==> src/design/tsiic_map.vh <==
// Register map, field positions and timing constants of the status block
`ifndef TSIIC_MAP_VH
`define TSIIC_MAP_VH

// ----------------------------------------------------------------------
// Register offsets on the host address bus
// ----------------------------------------------------------------------
`define TSIIC_ADDR_FILL_ONE    8'h03
`define TSIIC_ADDR_FILL_TWO    8'h04
`define TSIIC_ADDR_FILL_THREE  8'h05
`define TSIIC_ADDR_GLOBAL_GATE 8'h06
`define TSIIC_ADDR_EVENT_FLAGS 8'h07
`define TSIIC_ADDR_EVENT_MASK  8'h08

// ----------------------------------------------------------------------
// Event flag and mask bit positions
// ----------------------------------------------------------------------
`define TSIIC_BIT_FRAME_FAULT  6
`define TSIIC_BIT_PAT_LOCK     5
`define TSIIC_BIT_RSVD_FOUR    4
`define TSIIC_BIT_PAT_ERROR    3
`define TSIIC_BIT_RSVD_TWO     2
`define TSIIC_BIT_SELFTEST     1
`define TSIIC_BIT_INSERT_DONE  0
`define TSIIC_BIT_GLOBAL_EN    0

// ----------------------------------------------------------------------
// Reset values and read-back masks
// ----------------------------------------------------------------------
`define TSIIC_RST_FILL         8'h00
`define TSIIC_RST_GLOBAL_EN    1'h0
`define TSIIC_RST_FLAGS        8'h00
`define TSIIC_RST_MASK         8'h7F
`define TSIIC_FLAGS_LIVE       8'h6B
`define TSIIC_MASK_LIVE        8'h6B
`define TSIIC_MASK_ONES        8'h14
`define TSIIC_READ_UNMAPPED    8'h00

// ----------------------------------------------------------------------
// Outgoing slot data-select codes
// ----------------------------------------------------------------------
`define TSIIC_SEL_SWITCHED     2'h0
`define TSIIC_SEL_FILL_ONE     2'h1
`define TSIIC_SEL_FILL_TWO     2'h2
`define TSIIC_SEL_FILL_THREE   2'h3

// ----------------------------------------------------------------------
// Timing
// ----------------------------------------------------------------------
`define TSIIC_FRAME_TIME_NS    125000
`define TSIIC_CLK_PERIOD_NS    20
`define TSIIC_LOCK_SLOTS       32

`endif

==> src/design/tsiic_sync.v <==
// Two-stage synchroniser for a bundle of pin inputs
`timescale 1ns/1ns

module tsiic_sync #(
  parameter WIDTH = 1
) (
  // Clock and reset
  input  wire             core_clk,
  input  wire             rst,
  // Pins and settled copy
  input  wire [WIDTH-1:0] pinIn,
  input  wire [WIDTH-1:0] resetLevel,
  output reg  [WIDTH-1:0] syncOut
);

  reg [WIDTH-1:0] stageOne;

  // First stage feeds only the second; resetLevel is a constant at each use
  always @(posedge core_clk) begin
    if (rst) begin
      stageOne <= resetLevel;
      syncOut  <= resetLevel;
    end else begin
      stageOne <= pinIn;
      syncOut  <= stageOne;
    end
  end

endmodule // tsiic_sync

==> src/design/tsiic_pattern_lock.v <==
// Lock tracker of the test-pattern checker: counts clean slots, flags errors
`timescale 1ns/1ns
`include "tsiic_map.vh"

module tsiic_pattern_lock #(
  parameter LOCK_SLOTS = `TSIIC_LOCK_SLOTS,
  parameter CNT_W      = 6
) (
  // Clock and reset
  input  wire core_clk,
  input  wire rst,
  // Checker slot results
  input  wire checkerRun,
  input  wire slotChecked,
  input  wire slotMismatch,
  // Lock state and error events
  output reg  patternLocked,
  output reg  errorPulse
);

  localparam [31:0]      LAST_FULL = LOCK_SLOTS - 1;
  localparam [CNT_W-1:0] LAST_SLOT = LAST_FULL[CNT_W-1:0];

  reg [CNT_W-1:0] cleanCount;

  // Clean slots accumulate across frames, so few checked slots still lock
  always @(posedge core_clk) begin
    if (rst || !checkerRun) begin
      cleanCount    <= {CNT_W{1'b0}};
      patternLocked <= 1'b0;
      errorPulse    <= 1'b0;
    end else begin
      errorPulse <= 1'b0;
      if (slotChecked) begin
        if (patternLocked) begin
          errorPulse <= slotMismatch;
        end else if (slotMismatch) begin
          cleanCount <= {CNT_W{1'b0}};
        end else if (cleanCount == LAST_SLOT) begin
          patternLocked <= 1'b1;
        end else begin
          cleanCount <= cleanCount + 1'b1;
        end
      end
    end
  end

endmodule // tsiic_pattern_lock

==> src/design/tsiic_status_regs.v <==
// Host registers: fill bytes, event flags, masks and interrupt gate
//
// How it works
// - Slots selecting fill one send fill_byte_one
// - Slots selecting fill two send fill_byte_two
// - Slots selecting fill three send fill_byte_three
// - Slot data-select bits choose fill transmission
// - Global enable low holds interrupt off
// - Enabled, unmasked set flag raises interrupt
// - Missing or misaligned frame pulse sets bit 6
// - Bit 5 is set while pattern checker is locked, held until read
// - Lock needs 32 clean checked slots
// - Errors after lock set bit 3
// - Self-test finish sets bit 1
// - All error insertions done sets bit 0
// - Reserved flag and gate bits read fixed
// - Reading flags clears them until next event
// - Flags update regardless of mask, except bit 6
// - Frame mask set suppresses frame fault detection
// - Per-bit masks, all resetting to one
`timescale 1ns/1ns
`include "tsiic_map.vh"

module tsiic_status_regs #(
  parameter FRAME_CYCLES = `TSIIC_FRAME_TIME_NS / `TSIIC_CLK_PERIOD_NS,
  parameter FRAME_W      = 16,
  parameter LOCK_SLOTS   = `TSIIC_LOCK_SLOTS
) (
  // Clock and reset
  input  wire       core_clk,
  input  wire       rst,
  // Host pins, strobes active low
  input  wire [7:0] hostAddr,
  input  wire [7:0] hostDataIn,
  output reg  [7:0] hostDataOut,
  output reg        hostDataOe,
  input  wire       hostSel_n,
  input  wire       hostRead_n,
  input  wire       hostWrite_n,
  // Interrupt request, active high
  output reg        irqReq,
  // Frame pulse pin
  input  wire       frame_pulse,
  // Outgoing slot path
  input  wire [1:0] slotDataSelect,
  input  wire [7:0] slotSwitchedData,
  input  wire       slotStrobe,
  output reg  [7:0] slotTxData,
  // Event sources on the core clock
  input  wire       checkerRun,
  input  wire       checkSlotValid,
  input  wire       checkSlotMismatch,
  input  wire       selftestDone,
  input  wire       errorInsertDone,
  // Live status
  output wire       patternLocked
);

  // --------------------------------------------------------------------
  // Pin synchronisers
  // --------------------------------------------------------------------
  localparam PIN_W = 20;
  localparam [PIN_W-1:0] PIN_IDLE = {1'b0, 3'h7, 8'h00, 8'h00};

  wire [PIN_W-1:0] pinsSynced;
  wire [7:0]       busAddr;
  wire [7:0]       busData;
  wire             busSel;
  wire             busRd;
  wire             busWr;
  wire             framePin;

  tsiic_sync #(
    .WIDTH      (PIN_W)
  ) u_pinSync (
    .core_clk   (core_clk),
    .rst        (rst),
    .pinIn      ({frame_pulse, hostSel_n, hostRead_n, hostWrite_n,
                  hostAddr, hostDataIn}),
    .resetLevel (PIN_IDLE),
    .syncOut    (pinsSynced)
  );

  // Strobes are turned active high once settled
  assign framePin = pinsSynced[19];
  assign busSel   = ~pinsSynced[18];
  assign busRd    = ~pinsSynced[17] & busSel;
  assign busWr    = ~pinsSynced[16] & busSel;
  assign busAddr  = pinsSynced[15:8];
  assign busData  = pinsSynced[7:0];

  // --------------------------------------------------------------------
  // Strobe edge detection
  // --------------------------------------------------------------------
  reg  busRdDly;
  reg  busWrDly;
  reg  framePinDly;
  wire readStart;
  wire writeStart;
  wire frameEdge;

  // Act once per access on the leading edge of the settled strobe
  always @(posedge core_clk) begin
    if (rst) begin
      busRdDly    <= 1'b0;
      busWrDly    <= 1'b0;
      framePinDly <= 1'b0;
    end else begin
      busRdDly    <= busRd;
      busWrDly    <= busWr;
      framePinDly <= framePin;
    end
  end

  assign readStart  = busRd & ~busRdDly;
  assign writeStart = busWr & ~busWrDly;
  assign frameEdge  = framePin & ~framePinDly;

  // --------------------------------------------------------------------
  // Writable registers
  // --------------------------------------------------------------------
  reg [7:0] fillByteOne;
  reg [7:0] fillByteTwo;
  reg [7:0] fillByteThree;
  reg       globalIrqEnable;
  reg [7:0] eventMask;

  // Reserved mask bits are not stored; they are forced on read-back
  always @(posedge core_clk) begin
    if (rst) begin
      fillByteOne     <= `TSIIC_RST_FILL;
      fillByteTwo     <= `TSIIC_RST_FILL;
      fillByteThree   <= `TSIIC_RST_FILL;
      globalIrqEnable <= `TSIIC_RST_GLOBAL_EN;
      eventMask       <= `TSIIC_RST_MASK;
    end else if (writeStart) begin
      case (busAddr)
        `TSIIC_ADDR_FILL_ONE: begin
          fillByteOne <= busData;
        end
        `TSIIC_ADDR_FILL_TWO: begin
          fillByteTwo <= busData;
        end
        `TSIIC_ADDR_FILL_THREE: begin
          fillByteThree <= busData;
        end
        `TSIIC_ADDR_GLOBAL_GATE: begin
          globalIrqEnable <= busData[`TSIIC_BIT_GLOBAL_EN];
        end
        `TSIIC_ADDR_EVENT_MASK: begin
          eventMask <= busData & `TSIIC_MASK_LIVE;
        end
        default: begin
          eventMask <= eventMask;  // Flags and unmapped writes do nothing
        end
      endcase
    end
  end

  // --------------------------------------------------------------------
  // Outgoing slot data selection
  // --------------------------------------------------------------------
  reg [7:0] next_slotTxData;

  // The slot's own select code picks the source, not the fill registers
  always @* begin
    case (slotDataSelect)
      `TSIIC_SEL_FILL_ONE:   next_slotTxData = fillByteOne;
      `TSIIC_SEL_FILL_TWO:   next_slotTxData = fillByteTwo;
      `TSIIC_SEL_FILL_THREE: next_slotTxData = fillByteThree;
      default:               next_slotTxData = slotSwitchedData;
    endcase
  end

  // Held between strobes so the serialiser sees a stable byte
  always @(posedge core_clk) begin
    if (rst) begin
      slotTxData <= `TSIIC_RST_FILL;
    end else if (slotStrobe) begin
      slotTxData <= next_slotTxData;
    end
  end

  // --------------------------------------------------------------------
  // Frame pulse supervision
  // --------------------------------------------------------------------
  localparam [31:0]        FRAME_FULL = FRAME_CYCLES - 1;
  localparam [FRAME_W-1:0] FRAME_LAST = FRAME_FULL[FRAME_W-1:0];

  reg  [FRAME_W-1:0] frameCount;
  reg                frameArmed;
  reg                frameFault;
  wire               frameMasked;

  assign frameMasked = eventMask[`TSIIC_BIT_FRAME_FAULT];

  // Disarmed while masked, so the first pulse after unmasking only aligns;
  // a pulse off the boundary or a boundary without a pulse is a fault
  always @(posedge core_clk) begin
    if (rst || frameMasked) begin
      frameCount <= {FRAME_W{1'b0}};
      frameArmed <= 1'b0;
      frameFault <= 1'b0;
    end else if (frameEdge) begin
      frameCount <= {FRAME_W{1'b0}};
      frameArmed <= 1'b1;
      frameFault <= frameArmed && (frameCount != FRAME_LAST);
    end else if (frameCount == FRAME_LAST) begin
      frameCount <= {FRAME_W{1'b0}};
      frameFault <= frameArmed;
    end else begin
      frameCount <= frameCount + 1'b1;
      frameFault <= 1'b0;
    end
  end

  // --------------------------------------------------------------------
  // Pattern checker lock tracking
  // --------------------------------------------------------------------
  wire patternError;

  tsiic_pattern_lock #(
    .LOCK_SLOTS    (LOCK_SLOTS)
  ) u_patLock (
    .core_clk      (core_clk),
    .rst           (rst),
    .checkerRun    (checkerRun),
    .slotChecked   (checkSlotValid),
    .slotMismatch  (checkSlotMismatch),
    .patternLocked (patternLocked),
    .errorPulse    (patternError)
  );

  // --------------------------------------------------------------------
  // Event flags
  // --------------------------------------------------------------------
  reg  [7:0] eventFlags;
  reg  [7:0] eventSet;
  wire       flagsRead;

  assign flagsRead = readStart && (busAddr == `TSIIC_ADDR_EVENT_FLAGS);

  // Sources other than the frame fault ignore the mask
  always @* begin
    eventSet = 8'h00;
    eventSet[`TSIIC_BIT_FRAME_FAULT] = frameFault;
    eventSet[`TSIIC_BIT_PAT_LOCK]    = patternLocked;
    eventSet[`TSIIC_BIT_PAT_ERROR]   = patternError;
    eventSet[`TSIIC_BIT_SELFTEST]    = selftestDone;
    eventSet[`TSIIC_BIT_INSERT_DONE] = errorInsertDone;
  end

  // Set beats the read clear so a coincident event is never lost;
  // the lock bit is re-set every cycle while locked, so after the lock drops it stays set until read
  always @(posedge core_clk) begin
    if (rst) begin
      eventFlags <= `TSIIC_RST_FLAGS;
    end else if (flagsRead) begin
      eventFlags <= eventSet & `TSIIC_FLAGS_LIVE;
    end else begin
      eventFlags <= (eventFlags | eventSet) & `TSIIC_FLAGS_LIVE;
    end
  end

  // --------------------------------------------------------------------
  // Host read path
  // --------------------------------------------------------------------
  reg [7:0] next_readData;

  // Reserved bits come out fixed whatever was written
  always @* begin
    case (busAddr)
      `TSIIC_ADDR_FILL_ONE:    next_readData = fillByteOne;
      `TSIIC_ADDR_FILL_TWO:    next_readData = fillByteTwo;
      `TSIIC_ADDR_FILL_THREE:  next_readData = fillByteThree;
      `TSIIC_ADDR_GLOBAL_GATE: next_readData = {7'h00, globalIrqEnable};
      `TSIIC_ADDR_EVENT_FLAGS: next_readData = eventFlags;
      `TSIIC_ADDR_EVENT_MASK:  next_readData = eventMask | `TSIIC_MASK_ONES;
      default:                 next_readData = `TSIIC_READ_UNMAPPED;
    endcase
  end

  // Data is captured at the start of the read and held until it ends
  always @(posedge core_clk) begin
    if (rst) begin
      hostDataOut <= `TSIIC_READ_UNMAPPED;
      hostDataOe  <= 1'b0;
    end else begin
      hostDataOe <= busRd;
      if (readStart) begin
        hostDataOut <= next_readData;
      end
    end
  end

  // --------------------------------------------------------------------
  // Interrupt request
  // --------------------------------------------------------------------
  // Registered so the pin never glitches while flags and masks change
  always @(posedge core_clk) begin
    if (rst) begin
      irqReq <= 1'b0;
    end else begin
      irqReq <= globalIrqEnable &
                (|(eventFlags & ~eventMask));
    end
  end

endmodule // tsiic_status_regs

==> config.mk <==
export PLATFORM = sky130hd
export DESIGN_NAME = tsiic_status_regs
export DESIGN_NICKNAME = d
export VERILOG_FILES = /design/src/design/tsiic_sync.v /design/src/design/tsiic_pattern_lock.v /design/src/design/tsiic_status_regs.v
export VERILOG_INCLUDE_DIRS = /design/src /design/src/design
export SDC_FILE = /design/constraint.sdc
export NUM_CORES = 1
export LEC_CHECK = 0
export ABC_AREA = 0
export BUFFER_PORTS_ARGS = -buffer_cell sky130_fd_sc_hd__buf_2
export CAP_MARGIN = 20
export CORE_AREA = 2 2 100 102
export DETAILED_ROUTE_END_ITERATION = 12
export DIE_AREA = 0 0 102 104
export PLACE_DENSITY = 0.71
export SLEW_MARGIN = 20
export SYNTH_ARGS = -nofsm -noshare
export SYNTH_HDL_FRONTEND = slang
export SYNTH_SLANG_ARGS = --single-unit
==> constraint.sdc <==
create_clock -name core_clk -period 1.9 [get_ports core_clk]
set_input_delay 0.285 -clock core_clk [delete_from_list [all_inputs] [get_ports core_clk]]
set_output_delay 0.285 -clock core_clk [all_outputs]
set_load 0.005 [all_outputs]
==> qor.txt <==
Status: finished clean
Proportion of layout cells with a drive suffix above 1: 0.214
Hold Crit Depth: 3
Most frequent cells after synthesis: 121 x dfxtp_1, 65 x nor2_1, 41 x nor2b_1
First-pass GRT wire length: 16600 um
DP Area: 0.00526 mm2
Post-synthesis cell count: 472
Combinational power share: 0.043
DRT antenna net count: 0
Post-CTS Hold Buffers: 21
DP HPWL: 6960 um
Syn Area/Cell: 10.2 um2
Clk slew on worst S/H paths: 0.05 ns
Hold crit path type: input port to flip-flop
Power, Total: 6.18 mW
Min Tclk post-route: 1.68 ns
Num CTS Buffers: 17
Synth Flop Type: dfxtp_1
Drt drc: 0
Largest net degree at the start of global routing: 48
Fraction of the yosys area taken by sequential cells: 0.505
Synth area leader: dfxtp_1
Setup violations, final: 0
Critical path required time: 2.27 ns
Synthesized area: 0.00480 mm2
Post_cts resized: 0
Setup crit end kind: flip-flop
Total gr overflow: 0
Clock skew: 0.00877 ns
Sequential power share: 0.424
Final period utilization: 0.886
Routed WL per cell: 14.5 um
MaxCap Viol Count: 0
Core Region: 0.00955 mm2
Post-synth EDFFs: 0
R2R cell count: 5
CTS Root Cell: clkbuf_8
Initial antenna violation count: 0
Detailed-routing iteration count for the pre-antenna-repair pass: 4
RD Place Congestion: 0.859
Finished Layout Cells: 704
Mux cell area share after synthesis: 0.121
Clk buf depth: 2
CTS tree: yes
Setup CP Type: flip-flop to flip-flop
Setup_tns: 0 ns
Final Cell Area: 0.00609 mm2
RSZ-0062 raised after global routing: no
CTS H-tree lvls: 4
N_diodes: 0
DR vias/cell: 5.15
Die area: 0.0106 mm2
Startpoint Class: flip-flop
Slew @ Worst Pin: 0.602 ns
Power Dens Cells: 1020 mW/mm2
Maximum VDD drop: 0.489 mV
DIE HEIGHT: 104 um
Nets: 601
Max-slew headroom: 0.596
Post-Synth Adder-Cell Area: 0.00782
# Post-CTS Setup Buffers: 0
Rows: 36
#FFs+latches synth: 121
Clock group share of total power: 0.533
Sw power: 1.20 mW
Maximum clock frequency: 0.594 GHz
Max Fanout on Critical Path: 10
FFs w/ async S/R, synth: 0
Total track usage: 0.199
Placed insts: 653
Die W: 102 um
Fin util: 0.637
Area share of the largest cell type after synthesis: 0.505
Initial core utilization: 0.502
Switching Fraction: 0.195
Largest cells by area after synthesis: dfxtp_1 50%, mux2i_1 8.3%, nor2b_1 5.3%
Final slew viol count: 0
Largest family of logic cells by synthesized area: simple AND/OR/NAND/NOR gates
Iteration-0 DRC count of the detailed router: 149
Clk sinks: 121
Syn-to-layout area delta: 26.9%
Via count: 3628
Arrival time at the worst endpoint: 2.06 ns
Post-Syn Nets: 513
Synth warn: 0
Int Pwr: 4.98 mW
Synth Area in XOR/XNOR: 0.0274
Clk_lat worst skew: 0.51 ns
Cell variety after synth: 56
I/O Buffers: 56
Final Hold Vio Count: 0
Vias in the first global route: 3489
Count leader, synth: dfxtp_1
I/O pin count: 57
Leak: 2.54 nW
WL final: 10200 um
Post-Synth Simple-Gate Area: 0.237
Compound-Gate Fraction of Synth Area: 0.0746
[cell type report]
| cell class | instances | area, um2 |
|---|---|---|
| Clock buffer | 22 | 473 |
| Clock inverter | 8 | 143 |
| Fill cell | 790 | 3460 |
| Inverter | 12 | 45.0 |
| Multi-Input combinational cell | 319 | 2240 |
| Sequential cell | 121 | 2420 |
| Tap cell | 133 | 166 |
| Timing Repair Buffer | 89 | 593 |
[power groups by stage]
stage	Clock [mW]	Sequential, mW	Combinational [mW]
floorplan	0	2.66	0.153
global placement	0	2.67	0.228
detailed placement	0	2.67	0.234
CTS	3.34	2.62	0.268
global route	3.47	2.62	0.293
finish	3.29	2.62	0.268
[final timing paths]
check | to | slack (ns) | startpoint
hold reg to reg | u_pinSync.syncOut[17] | 0.41 | u_pinSync.stageOne[17]
hold / removal | u_patLock.patternLocked | 0.05 | checkSlotValid
setup / recovery | eventFlags[5] | 0.22 | u_pinSync.syncOut[8]
setup reg to reg | eventFlags[5] | 0.22 | u_pinSync.syncOut[8]
[stage by stage]
step / hold WS [ns] / setup WS [ns]
after floorplan: 0.389 / 0.350
after global placement: 0.394 / 0.325
after detailed placement: 0.395 / 0.237
after CTS: 0.0244 / 0.237
after global routing: 0.0279 / 0.0537
final: 0.0479 / 0.217
[cell usage in the layout, fill, tap and decap left out, drive strengths merged, types with 13 or more instances in the layout]
| cell type | Yosys | routed |
|---|---|---|
| a21oi | 19 | 19 |
| buf | 7 | 68 |
| clkbuf | 13 | 22 |
| dfxtp | 121 | 121 |
| dlygate4sd3 | 0 | 21 |
| mux2i | 40 | 40 |
| nand2 | 21 | 21 |
| nor2 | 65 | 65 |
| nor2b | 41 | 41 |
| nor3 | 13 | 13 |
| xnor2 | 14 | 14 |
[worst max-delay path: stages (launching register included)]
cell     delay, ns
dfxtp_1       0.57
buf_4         0.21
and2_0        0.27
nand4_1       0.25
a21oi_1       0.21
nor2_1        0.06
[routing by layer]
metal,routed length (um),GRT usage
met1,4640,0.258
met2,5010,0.323
met3,481,0.0544
met4,53,0.0600
met5,0,0
[cells by family after synthesis]
group / after synthesis
and+or+nand+nor: 200
muxes: 48
xor gates and xnor gates: 15
AOI/OAI and AO/OA: 53
buffers and inverters: 32
DFF: 121
adders and majority gates: 3
[flip-flops by register name, indices dropped and copies added, names as in the netlist]
register,flops
globalIrqEnable,1
busWrDly,1
framePinDly,1
frameArmed,1
u_patLock.cleanCount,6
slotTxData,8
hostDataOe,1
frameFault,1
u_pinSync.stageOne,20
frameCount,16
fillByteTwo,8
u_pinSync.syncOut,20
hostDataOut,8
fillByteThree,8
eventFlags,5
irqReq,1
u_patLock.patternLocked,1
eventMask,5
u_patLock.errorPulse,1
fillByteOne,8
(Power assumes the default switching activity.)
